`src/shared/dim_cfg_pkg.sv`:
```
`default_nettype none
package dim_cfg_pkg;
  // =====================================
  // register offsets
  localparam logic [7:0] ADDR_BRIGHT_HIGH = 8'h06;
  localparam logic [7:0] ADDR_DIM_CTRL = 8'h07;
  localparam logic [7:0] ADDR_POWER_CTRL = 8'h08;
  localparam logic [7:0] ADDR_FILTER_CTRL = 8'h09;
  // =====================================
  // field positions
  localparam int EXT_FS_BIT = 7;
  localparam int SHORT_HI = 6;
  localparam int SHORT_LO = 5;
  localparam int XOVER_HI = 4;
  localparam int XOVER_LO = 3;
  localparam int FREQ_HI = 2;
  localparam int FREQ_LO = 0;
  localparam int STANDBY_BIT = 7;
  localparam int SOFT_RESET_BIT = 6;
  localparam int SRC_HI = 7;
  localparam int SRC_LO = 6;
  localparam int DITHER_BIT = 5;
  localparam int SMOOTH_HI = 4;
  localparam int SMOOTH_LO = 3;
  localparam int PWMF_HI = 2;
  localparam int PWMF_LO = 0;
  localparam logic [7:0] POWER_MASK = 8'hC0;
  // =====================================
  // factory defaults, used until a nonvolatile image is loaded
  localparam logic [7:0] DEF_BRIGHT_HIGH = 8'h00;
  localparam logic [7:0] DEF_DIM_CTRL = 8'h08;
  localparam logic [7:0] DEF_POWER_CTRL = 8'h00;
  localparam logic [7:0] DEF_FILTER_CTRL = 8'h24;
  localparam logic [2:0] FREQ_MAX_CODE = 3'h4;
  localparam logic [1:0] SRC_PRODUCT = 2'h2;
  // =====================================
  // decoded settings
  typedef enum logic [1:0] {SRC_PWM_ONLY, SRC_SERIAL_ONLY, SRC_PWM_TIMES_SERIAL, SRC_RESERVED} dim_source_e;
endpackage
`default_nettype wire

```
`src/hdl/backlight_dimming_config_regs.sv`:
```
`timescale 1ns/100ps
`default_nettype none
module backlight_dimming_config_regs (
  // clock and reset
  input wire logic ref_clk_in,
  input wire logic rst_in,
  // register port from the serial bus decoder
  input wire logic wr_en_in,
  input wire logic rd_en_in,
  input wire logic [7:0] addr_in,
  input wire logic [7:0] wdata_in,
  output logic [7:0] rdata_out,
  output logic addr_hit_out,
  // low brightness bits written at the neighbouring register
  input wire logic low_bits_write_in,
  input wire logic [3:0] low_bits_in,
  // nonvolatile store image
  input wire logic nv_valid_in,
  input wire logic [31:0] nv_image_in,
  output logic nv_reload_out,
  // decoded controls
  output logic [11:0] brightness_code_out,
  output logic external_fullscale_select_out,
  output logic [1:0] short_detect_threshold_out,
  output logic [1:0] analog_pwm_crossover_out,
  output logic pure_pwm_out,
  output logic [2:0] pwm_dim_frequency_out,
  output logic pwm_freq_reserved_out,
  output logic standby_out,
  output logic [1:0] dimming_source_out,
  output logic dither_enable_out,
  output logic [14:0] resolution_bits_out,
  output logic [1:0] smoothing_filter_out,
  output logic [2:0] pwm_input_filter_out
);
  // =====================================
  // register storage
  logic [7:0] bright_high;
  logic [7:0] dim_ctrl;
  logic [7:0] power_ctrl;
  logic [7:0] filter_ctrl;
  logic [3:0] low_pending;
  logic [3:0] low_applied;
  logic reload_req;
  logic wr_hit;
  // soft reset is a command, never a stored state, so an image cannot re-arm it
  localparam logic [7:0] SOFT_RESET_MASK = 8'h01 << dim_cfg_pkg::SOFT_RESET_BIT;

  function automatic logic is_mapped(input logic [7:0] a);
    is_mapped = (a == dim_cfg_pkg::ADDR_BRIGHT_HIGH) || (a == dim_cfg_pkg::ADDR_DIM_CTRL) ||
      (a == dim_cfg_pkg::ADDR_POWER_CTRL) || (a == dim_cfg_pkg::ADDR_FILTER_CTRL);
  endfunction

  assign wr_hit = wr_en_in && is_mapped(addr_in);
  assign addr_hit_out = (wr_en_in || rd_en_in) && is_mapped(addr_in);

  // reset or soft reset triggers a reload; a fresh image clears it; standby never does
  always_ff @(posedge ref_clk_in or posedge rst_in) begin
    if (rst_in) begin
      reload_req <= 1'b1;
    end else if (wr_en_in && addr_in == dim_cfg_pkg::ADDR_POWER_CTRL && wdata_in[dim_cfg_pkg::SOFT_RESET_BIT]) begin
      reload_req <= 1'b1;
    end else if (nv_valid_in) begin
      reload_req <= 1'b0;
    end
  end
  assign nv_reload_out = reload_req;

  always_ff @(posedge ref_clk_in or posedge rst_in) begin
    if (rst_in) begin
      bright_high <= dim_cfg_pkg::DEF_BRIGHT_HIGH;
      dim_ctrl <= dim_cfg_pkg::DEF_DIM_CTRL;
      power_ctrl <= dim_cfg_pkg::DEF_POWER_CTRL;
      filter_ctrl <= dim_cfg_pkg::DEF_FILTER_CTRL;
    end else if (wr_en_in && addr_in == dim_cfg_pkg::ADDR_POWER_CTRL && wdata_in[dim_cfg_pkg::SOFT_RESET_BIT]) begin
      // clear the four registers first (low bits kept), image follows
      bright_high <= '0;
      dim_ctrl <= '0;
      power_ctrl <= '0;
      filter_ctrl <= '0;
    end else if (reload_req && nv_valid_in) begin
      bright_high <= nv_image_in[7:0];
      dim_ctrl <= nv_image_in[15:8];
      power_ctrl <= nv_image_in[23:16] & dim_cfg_pkg::POWER_MASK & ~SOFT_RESET_MASK;
      filter_ctrl <= nv_image_in[31:24];
    end else if (wr_en_in) begin
      if (addr_in == dim_cfg_pkg::ADDR_BRIGHT_HIGH) begin
        bright_high <= wdata_in;
      end else if (addr_in == dim_cfg_pkg::ADDR_DIM_CTRL) begin
        dim_ctrl <= wdata_in;
      end else if (addr_in == dim_cfg_pkg::ADDR_POWER_CTRL) begin
        power_ctrl <= wdata_in & dim_cfg_pkg::POWER_MASK;
      end else if (addr_in == dim_cfg_pkg::ADDR_FILTER_CTRL) begin
        filter_ctrl <= wdata_in;
      end
    end
  end

  // low bits are staged and only take effect on a later register write
  always_ff @(posedge ref_clk_in or posedge rst_in) begin
    if (rst_in) begin
      low_pending <= 4'h0;
      low_applied <= 4'h0;
    end else begin
      if (low_bits_write_in) begin
        low_pending <= low_bits_in;
      end
      if (wr_hit && !low_bits_write_in) begin
        low_applied <= low_pending;
      end
    end
  end

  // =====================================
  // readback
  always_ff @(posedge ref_clk_in or posedge rst_in) begin
    if (rst_in) begin
      rdata_out <= 8'h00;
    end else if (rd_en_in) begin
      if (addr_in == dim_cfg_pkg::ADDR_BRIGHT_HIGH) begin
        rdata_out <= bright_high;
      end else if (addr_in == dim_cfg_pkg::ADDR_DIM_CTRL) begin
        rdata_out <= dim_ctrl;
      end else if (addr_in == dim_cfg_pkg::ADDR_POWER_CTRL) begin
        rdata_out <= power_ctrl & dim_cfg_pkg::POWER_MASK;
      end else if (addr_in == dim_cfg_pkg::ADDR_FILTER_CTRL) begin
        rdata_out <= filter_ctrl;
      end else begin
        rdata_out <= 8'h00;
      end
    end
  end

  // =====================================
  // decoded fields
  assign brightness_code_out = {bright_high, low_applied};
  assign external_fullscale_select_out = dim_ctrl[dim_cfg_pkg::EXT_FS_BIT];
  assign short_detect_threshold_out = dim_ctrl[dim_cfg_pkg::SHORT_HI:dim_cfg_pkg::SHORT_LO];
  assign analog_pwm_crossover_out = dim_ctrl[dim_cfg_pkg::XOVER_HI:dim_cfg_pkg::XOVER_LO];
  assign pure_pwm_out = &dim_ctrl[dim_cfg_pkg::XOVER_HI:dim_cfg_pkg::XOVER_LO];
  assign pwm_dim_frequency_out = dim_ctrl[dim_cfg_pkg::FREQ_HI:dim_cfg_pkg::FREQ_LO];
  // reserved codes are flagged so the generator can hold its last valid rate
  assign pwm_freq_reserved_out = pwm_dim_frequency_out > dim_cfg_pkg::FREQ_MAX_CODE;
  assign standby_out = power_ctrl[dim_cfg_pkg::STANDBY_BIT];
  assign dimming_source_out = filter_ctrl[dim_cfg_pkg::SRC_HI:dim_cfg_pkg::SRC_LO];
  assign dither_enable_out = filter_ctrl[dim_cfg_pkg::DITHER_BIT];
  // 15 bits with dither, 12 bits without; selected by dither_enable_out
  assign resolution_bits_out = dither_enable_out ? 15'h7FFF : 15'h0FFF;
  assign smoothing_filter_out = filter_ctrl[dim_cfg_pkg::SMOOTH_HI:dim_cfg_pkg::SMOOTH_LO];
  assign pwm_input_filter_out = filter_ctrl[dim_cfg_pkg::PWMF_HI:dim_cfg_pkg::PWMF_LO];

  // =====================================
  // checks
  property p_high_write;
    @(posedge ref_clk_in) disable iff (rst_in)
    (wr_en_in && addr_in == dim_cfg_pkg::ADDR_BRIGHT_HIGH && !reload_req)
      |=> brightness_code_out[11:4] == $past(wdata_in);
  endproperty
  a_high_write: assert property (p_high_write) else $error("high brightness byte not stored");

  property p_low_deferred;
    @(posedge ref_clk_in) disable iff (rst_in)
    (low_bits_write_in && !wr_hit) |=> low_applied == $past(low_applied);
  endproperty
  a_low_deferred: assert property (p_low_deferred) else $error("low bits applied too early");

  property p_low_applied;
    @(posedge ref_clk_in) disable iff (rst_in)
    (wr_hit && !low_bits_write_in) |=> brightness_code_out[3:0] == $past(low_pending);
  endproperty
  a_low_applied: assert property (p_low_applied) else $error("low bits not applied on write");

  property p_reload;
    @(posedge ref_clk_in) disable iff (rst_in)
    (reload_req && nv_valid_in && !wr_en_in) |=> dim_ctrl == $past(nv_image_in[15:8]) && !reload_req;
  endproperty
  a_reload: assert property (p_reload) else $error("image not loaded");

  property p_soft_reset;
    @(posedge ref_clk_in) disable iff (rst_in)
    (wr_en_in && addr_in == dim_cfg_pkg::ADDR_POWER_CTRL && wdata_in[dim_cfg_pkg::SOFT_RESET_BIT])
      |=> nv_reload_out && bright_high == 8'h00 && filter_ctrl == 8'h00;
  endproperty
  a_soft_reset: assert property (p_soft_reset) else $error("soft reset did not clear");

  property p_standby_keeps;
    @(posedge ref_clk_in) disable iff (rst_in)
    (standby_out && !wr_en_in && !reload_req) |=> $stable(dim_ctrl) && !nv_reload_out;
  endproperty
  a_standby_keeps: assert property (p_standby_keeps) else $error("standby disturbed registers");

  property p_reserved_zero;
    @(posedge ref_clk_in) disable iff (rst_in)
    (rd_en_in && addr_in == dim_cfg_pkg::ADDR_POWER_CTRL) |=> rdata_out[5:0] == 6'h00;
  endproperty
  a_reserved_zero: assert property (p_reserved_zero) else $error("reserved bits read nonzero");

  property p_freq_reserved;
    @(posedge ref_clk_in) disable iff (rst_in)
    pwm_freq_reserved_out == (dim_ctrl[2:0] >= 3'h5);
  endproperty
  a_freq_reserved: assert property (p_freq_reserved) else $error("reserved frequency flag wrong");

  property p_pure_pwm;
    @(posedge ref_clk_in) disable iff (rst_in)
    pure_pwm_out == (dim_ctrl[4:3] == 2'h3);
  endproperty
  a_pure_pwm: assert property (p_pure_pwm) else $error("pure pwm flag wrong");
endmodule
`default_nettype wire

```
`config.mk`:
```
export PLATFORM = sky130hd
export DESIGN_NAME = backlight_dimming_config_regs
export DESIGN_NICKNAME = d
export VERILOG_FILES = /design/src/shared/dim_cfg_pkg.sv /design/src/hdl/backlight_dimming_config_regs.sv
export SDC_FILE = /design/constraint.sdc
export NUM_CORES = 1
export LEC_CHECK = 0
export BUFFER_PORTS_ARGS = -buffer_cell sky130_fd_sc_hd__clkbuf_2
export CORE_MARGIN = 8
export CORE_UTILIZATION = 52
export CTS_BUF_LIST = sky130_fd_sc_hd__clkbuf_8
export DETAILED_ROUTE_END_ITERATION = 16
export PLACE_DENSITY = 0.95
export SLEW_MARGIN = 20
export SYNTH_ARGS = -nofsm -noshare
export SYNTH_HDL_FRONTEND = slang
export SYNTH_SLANG_ARGS = --single-unit
```
`constraint.sdc`:
```
create_clock -name ref_clk_in -period 2.45 [get_ports ref_clk_in]
set_input_delay 0.735 -clock ref_clk_in [delete_from_list [all_inputs] [get_ports ref_clk_in]]
set_output_delay 0.735 -clock ref_clk_in [all_outputs]
set_load 0.1 [all_outputs]
```
Yosys cells after proc, flatten, opt, wreduce, memory -nomap -nowiden
Index checks and enable logic that the tools add are counted.

Flip-flop bits (word level): 49. Bits of input ports: 58. Output and inout bits: 56. Word-level logic and storage cells: 67.

Magnitude comparators: 1. Eq/ne operators: 7. Multiplexer cells: 29. Reduce and logical (&&, ||, !) cells: 22.

Operators with widths (count): $mux W8 (26); $eq A8 B3 Y1 const B (2); $eq A8 B4 Y1 const B (2); $mux W15 (1); $reduce_bool A3 Y1 (5); $ne A3 B1 Y1 const B (3); $logic_and A1 B1 Y1 (6); $reduce_and A5 Y1 (1); $logic_or A1 B1 Y1 (4); $reduce_and A2 Y1 (2); $reduce_and A4 Y1 (1); $gt A3 B3 Y1 const B (1); $reduce_and A3 Y1 (1); $mux W1 (2); $reduce_bool A2 Y1 (1); $logic_not A1 Y1 (1).

Longest topological paths before layout
Depth after elaboration: 8. Depth in mapped cells: 6. Depth with buffers taken out: 4.

Least setup slack after synthesis
OpenSTA, ideal clock, no wires.

Path kind: in2out. Start: input port addr_in[5]. End: output port addr_hit_out. Arrival: 2526 ps. Required time: 1715 ps. Path slack: -811 ps. Cell stages on the path: 3. Buffers on the path: 0. Cell sequence: nor4_4 o21ai_0 nor2_1.

Longest elaborated chain between the ends: 5. Elaborated cells between the ends (all ways): 8. Classes of those cells: eq/ne: 4; reduce/logical: 4.

RTL lines: start: declaration (RTL line backlight_dimming_config_regs.sv:10) `input wire logic [7:0] addr_in,`; $eq A8 B3 Y1 (RTL line backlight_dimming_config_regs.sv:50) `is_mapped = (a == dim_cfg_pkg::ADDR_BRIGHT_HIGH) || (a == dim_cfg_pkg::ADDR_DIM_CTRL) ||`; $logic_or A1 B1 Y1 (2 in a row) (RTL line backlight_dimming_config_regs.sv:50); $logic_or A1 B1 Y1 (*) (RTL line backlight_dimming_config_regs.sv:51) `(a == dim_cfg_pkg::ADDR_POWER_CTRL) || (a == dim_cfg_pkg::ADDR_FILTER_CTRL);`; $logic_and A1 B1 Y1 (*) (RTL line backlight_dimming_config_regs.sv:55) `assign addr_hit_out = (wr_en_in || rd_en_in) && is_mapped(addr_in);`; end: declaration (RTL line backlight_dimming_config_regs.sv:13) `output logic addr_hit_out,`.

Mark *: on every way between the ends. The rest lies on a longest branch, timed or not.

Final worst setup path
Start: input port addr_in[6]. End: output port addr_hit_out.

The elaborated chain is that of the path after synthesis.

==> run_results.csv <==
group,metric,value,unit
outcome,outcome,"complete, no violations",
logic_synthesis,synth_most_common_cell,"dfrtp_1",
timing,rsz0062_at_grt,"no",
clocking,numCtsBuffers,5,
detailed_routing,drc_errors,0,
die,core-area,4630,µm²
final_layout,stdcell_count,400,
pwr,ir_drop,0.000489,V
global_route,grt_pass1_wl,11200,µm
clocking,hold_buffers,0,
worst_hold_path,hold_class,"register to register",
detailed_routing,drtAntennaViolNets,0,
clocking,clockBufferDepth,2,
die,start_util,0.531,
pwr,pwr-share-clk,0.213,
logic_synthesis,synth.avg_cell_area,10.0,µm²
clocking,tritoncts,"done",
pwr,p_leak,1.58,nW
logic_synthesis,synth_common_cells,"39 x dfrtp_1, 36 x a21oi_1, 34 x nand2_1, 18 x mux2_2, 16 x buf_4",
final_layout,drive_above_1_share,0.462,
logic_synthesis,netlist_instances,245,
die,die_w,84.7,µm
worst_setup_path,cp-end-kind,"output pin",
run,max_cap_violations,0,
pwr,p_switching,0.00102,W
timing,fin_crit,2.39,ns
detailed_routing,routedWlPerCell,17.2,µm
detailed_routing,drtIter0Drc,116,
clocking,cts.htree.levels,2,
logic_synthesis,yosys_warnings,0,
detailed_routing,drt-vias-per-instance,5.39,
global_route,gr-total-overflow,0,
timing,finalSetupViolCount,0,
logic_synthesis,yosysTopAreaCellShare,0.397,
worst_setup_path,startpoint_type,"primary input",
detailed_routing,drt_wl_total,6880,µm
final_layout,insertedDiodeCount,0,
logic_synthesis,yosysTopAreaCell,"dfrtp_1",
die,die_y,84.7,µm
clocking,post_cts_resized,0,
timing,slew_headroom,0.560,
logic_synthesis,ys_ff_latch,43,
detailed_routing,vias,2155,
clocking,cts_setup_buffers,0,
detailed_routing,dr.pass1.iters,4,
global_route,grt_start_max_net_pins,44,
pwr,power_density,704,nW/µm²
pwr,p_sw_frac,0.466,
global_route,grt_pass1_vias,2373,
logic_synthesis,netlist_area,2460,µm²
worst_setup_path,path_max_fanout,3,
logic_synthesis,synth_ff_type,"dfrtp_1",
timing,maxSlewViolCount,0,
die,row_count,25,
logic_synthesis,synth_edf_count,0,
logic_synthesis,async_flop_share,1.00,
pwr,sequentialPowerShare,0.384,
clocking,clkLatencyLatePin,0.29,ns
timing,final-hold-violation-count,0,
worst_setup_path,worstPathArrival,1.65,ns
timing,tightestPinTransition,0.658,ns
placement,place_inst,392,
placement,globalplace.congestion,0.939,
die,ioPinCount,114,
logic_synthesis,ys_seq_area_frac,0.440,
clocking,clock_sinks,43,
placement,hpwl,5470,µm
final_layout,synthToLayoutAreaGrowth,25.9,%
pwr,p_int,0.00116,W
clocking,root_buffer,"clkbuf_8",
logic_synthesis,synthTopCellsByArea,"dfrtp_1 40%, mux2_2 8.2%, a21oi_1 7.3%",
clocking,clk_pin_slew,0.08,ns
timing,fmax,0.419,GHz
final_layout,fin_nets,403,
global_route,track_usage,0.193,
timing,holdWs,0.494,ns
placement,numPortBuffers,94,
timing,skew,0.00971,ns
worst_setup_path,path_class,"primary input to output pin",
timing,finalCritPeriodShare,0.974,
worst_setup_path,critPathRequiredTime,1.71,ns
global_route,antenna_found_initial,0,
pwr,pwr-share-comb,0.403,
logic_synthesis,yosysUniqueCellTypes,43,
die,die_area,7180,µm²
[cell families (layout without fill, tap and decap cells)]
group | count (synthesis) | in the layout | share of synthesized area
buffers and inverters | 43 | 133 | 0.102
multiplexers | 36 | 36 | 0.173
other | 1 | 12 | 0.00153
AO/OA/AOI/OAI | 59 | 59 | 0.149
AND/OR/NAND/NOR | 63 | 63 | 0.135
flip-flops | 43 | 43 | 0.440
[layout by cell type (no fill, tap or decap), types with 3 or more instances in the layout]
master | netlist | routed
a21oi_1 | 36 | 36
nor2_1 | 8 | 7
o31ai_1 | 4 | 4
dfstp_2 | 4 | 4
buf_4 | 16 | 15
conb_1 | 1 | 12
mux2_4 | 7 | 7
dfrtp_1 | 39 | 39
o21ai_0 | 5 | 4
nand2_1 | 34 | 34
nand2b_1 | 4 | 4
mux2_2 | 18 | 18
mux2_1 | 5 | 5
clkbuf_8 | 0 | 6
or3_1 | 3 | 3
inv_1 | 14 | 14
mux2i_1 | 6 | 6
clkbuf_2 | 0 | 93
[state kept, by name, summed over array words and instances, names as in the netlist]
name,count
dim_ctrl,8
filter_ctrl,8
power_ctrl,2
bright_high,8
low_applied,4
nv_reload_out,1
rdata_out,8
low_pending,4
[final timing paths]
path	cells after the start	slack, ns	to	startpoint
worst max register to register	6	0.62	dim_ctrl[2]$_DFFE_PP0P_	nv_reload_out$_DFFE_PP1P_
worst min register to register	1	0.49	low_applied[1]$_DFFE_PP0P_	low_pending[1]$_DFFE_PP0P_
worst min-delay path	1	0.49	low_applied[1]$_DFFE_PP0P_	low_pending[1]$_DFFE_PP0P_
worst max-delay path	5	0.06	addr_hit_out	addr_in[6]
min in group asynchronous	3	0.54	low_pending[3]$_DFFE_PP0P_	rst_in
max in group asynchronous	3	1.52	filter_ctrl[5]$_DFFE_PP1P_	rst_in
[layer usage]
metal / GRT usage / routed length (µm) / vias to the layer above
li1: - / - / 1019
met1: 0.214 / 2750 / 1043
met2: 0.341 / 3530 / 86
met3: 0.0566 / 505 / 7
met4: 0.0647 / 87 / 0
met5: 0 / 0 / -
[power groups by stage]
stage	logic (W)	clock network [W]	registers [W]
floorplan	0.000301	0	0.00128
global placement	0.000870	0	0.000844
detailed placement	0.000882	0	0.000849
CTS	0.000883	0.000475	0.000834
global route	0.000910	0.000506	0.000844
finish	0.000878	0.000463	0.000835
[critical path: stages]
cell and delay (ns):
clkbuf_2 0.11, nor4_4 0.37, o21ai_2 0.12, nor2_4 0.14, buf_12 0.18
[stage by stage]
step / area [µm²] / total power (W) / utilization / TNS (ns) / setup WS (ns)
2_1_floorplan: 2510 / 0.00158 / - / -0.0563 / -0.0563
3_3_place_gp: 3000 / 0.00171 / 0.649 / 0 / 0.0546
3_5_place_dp: 3000 / 0.00173 / 0.649 / 0 / 0.0207
4_1_cts: 3090 / 0.00219 / 0.668 / 0 / 0.0673
5_1_grt: 3090 / 0.00226 / 0.668 / 0 / 0.00277
6_report: 3090 / 0.00218 / 0.668 / 0 / 0.0649
[final cells by class]
cell class                 instances  area, µm²
clock buffer                       6       82.6
clock inverter                     2       8.76
fill                             387       1540
inverter                          15       56.3
multi-input combinational        170       1180
sequential                        43       1080
tap                               54       67.6
timing repair buffer             110        618
Note: power is estimated with default switching activity, not from simulation.
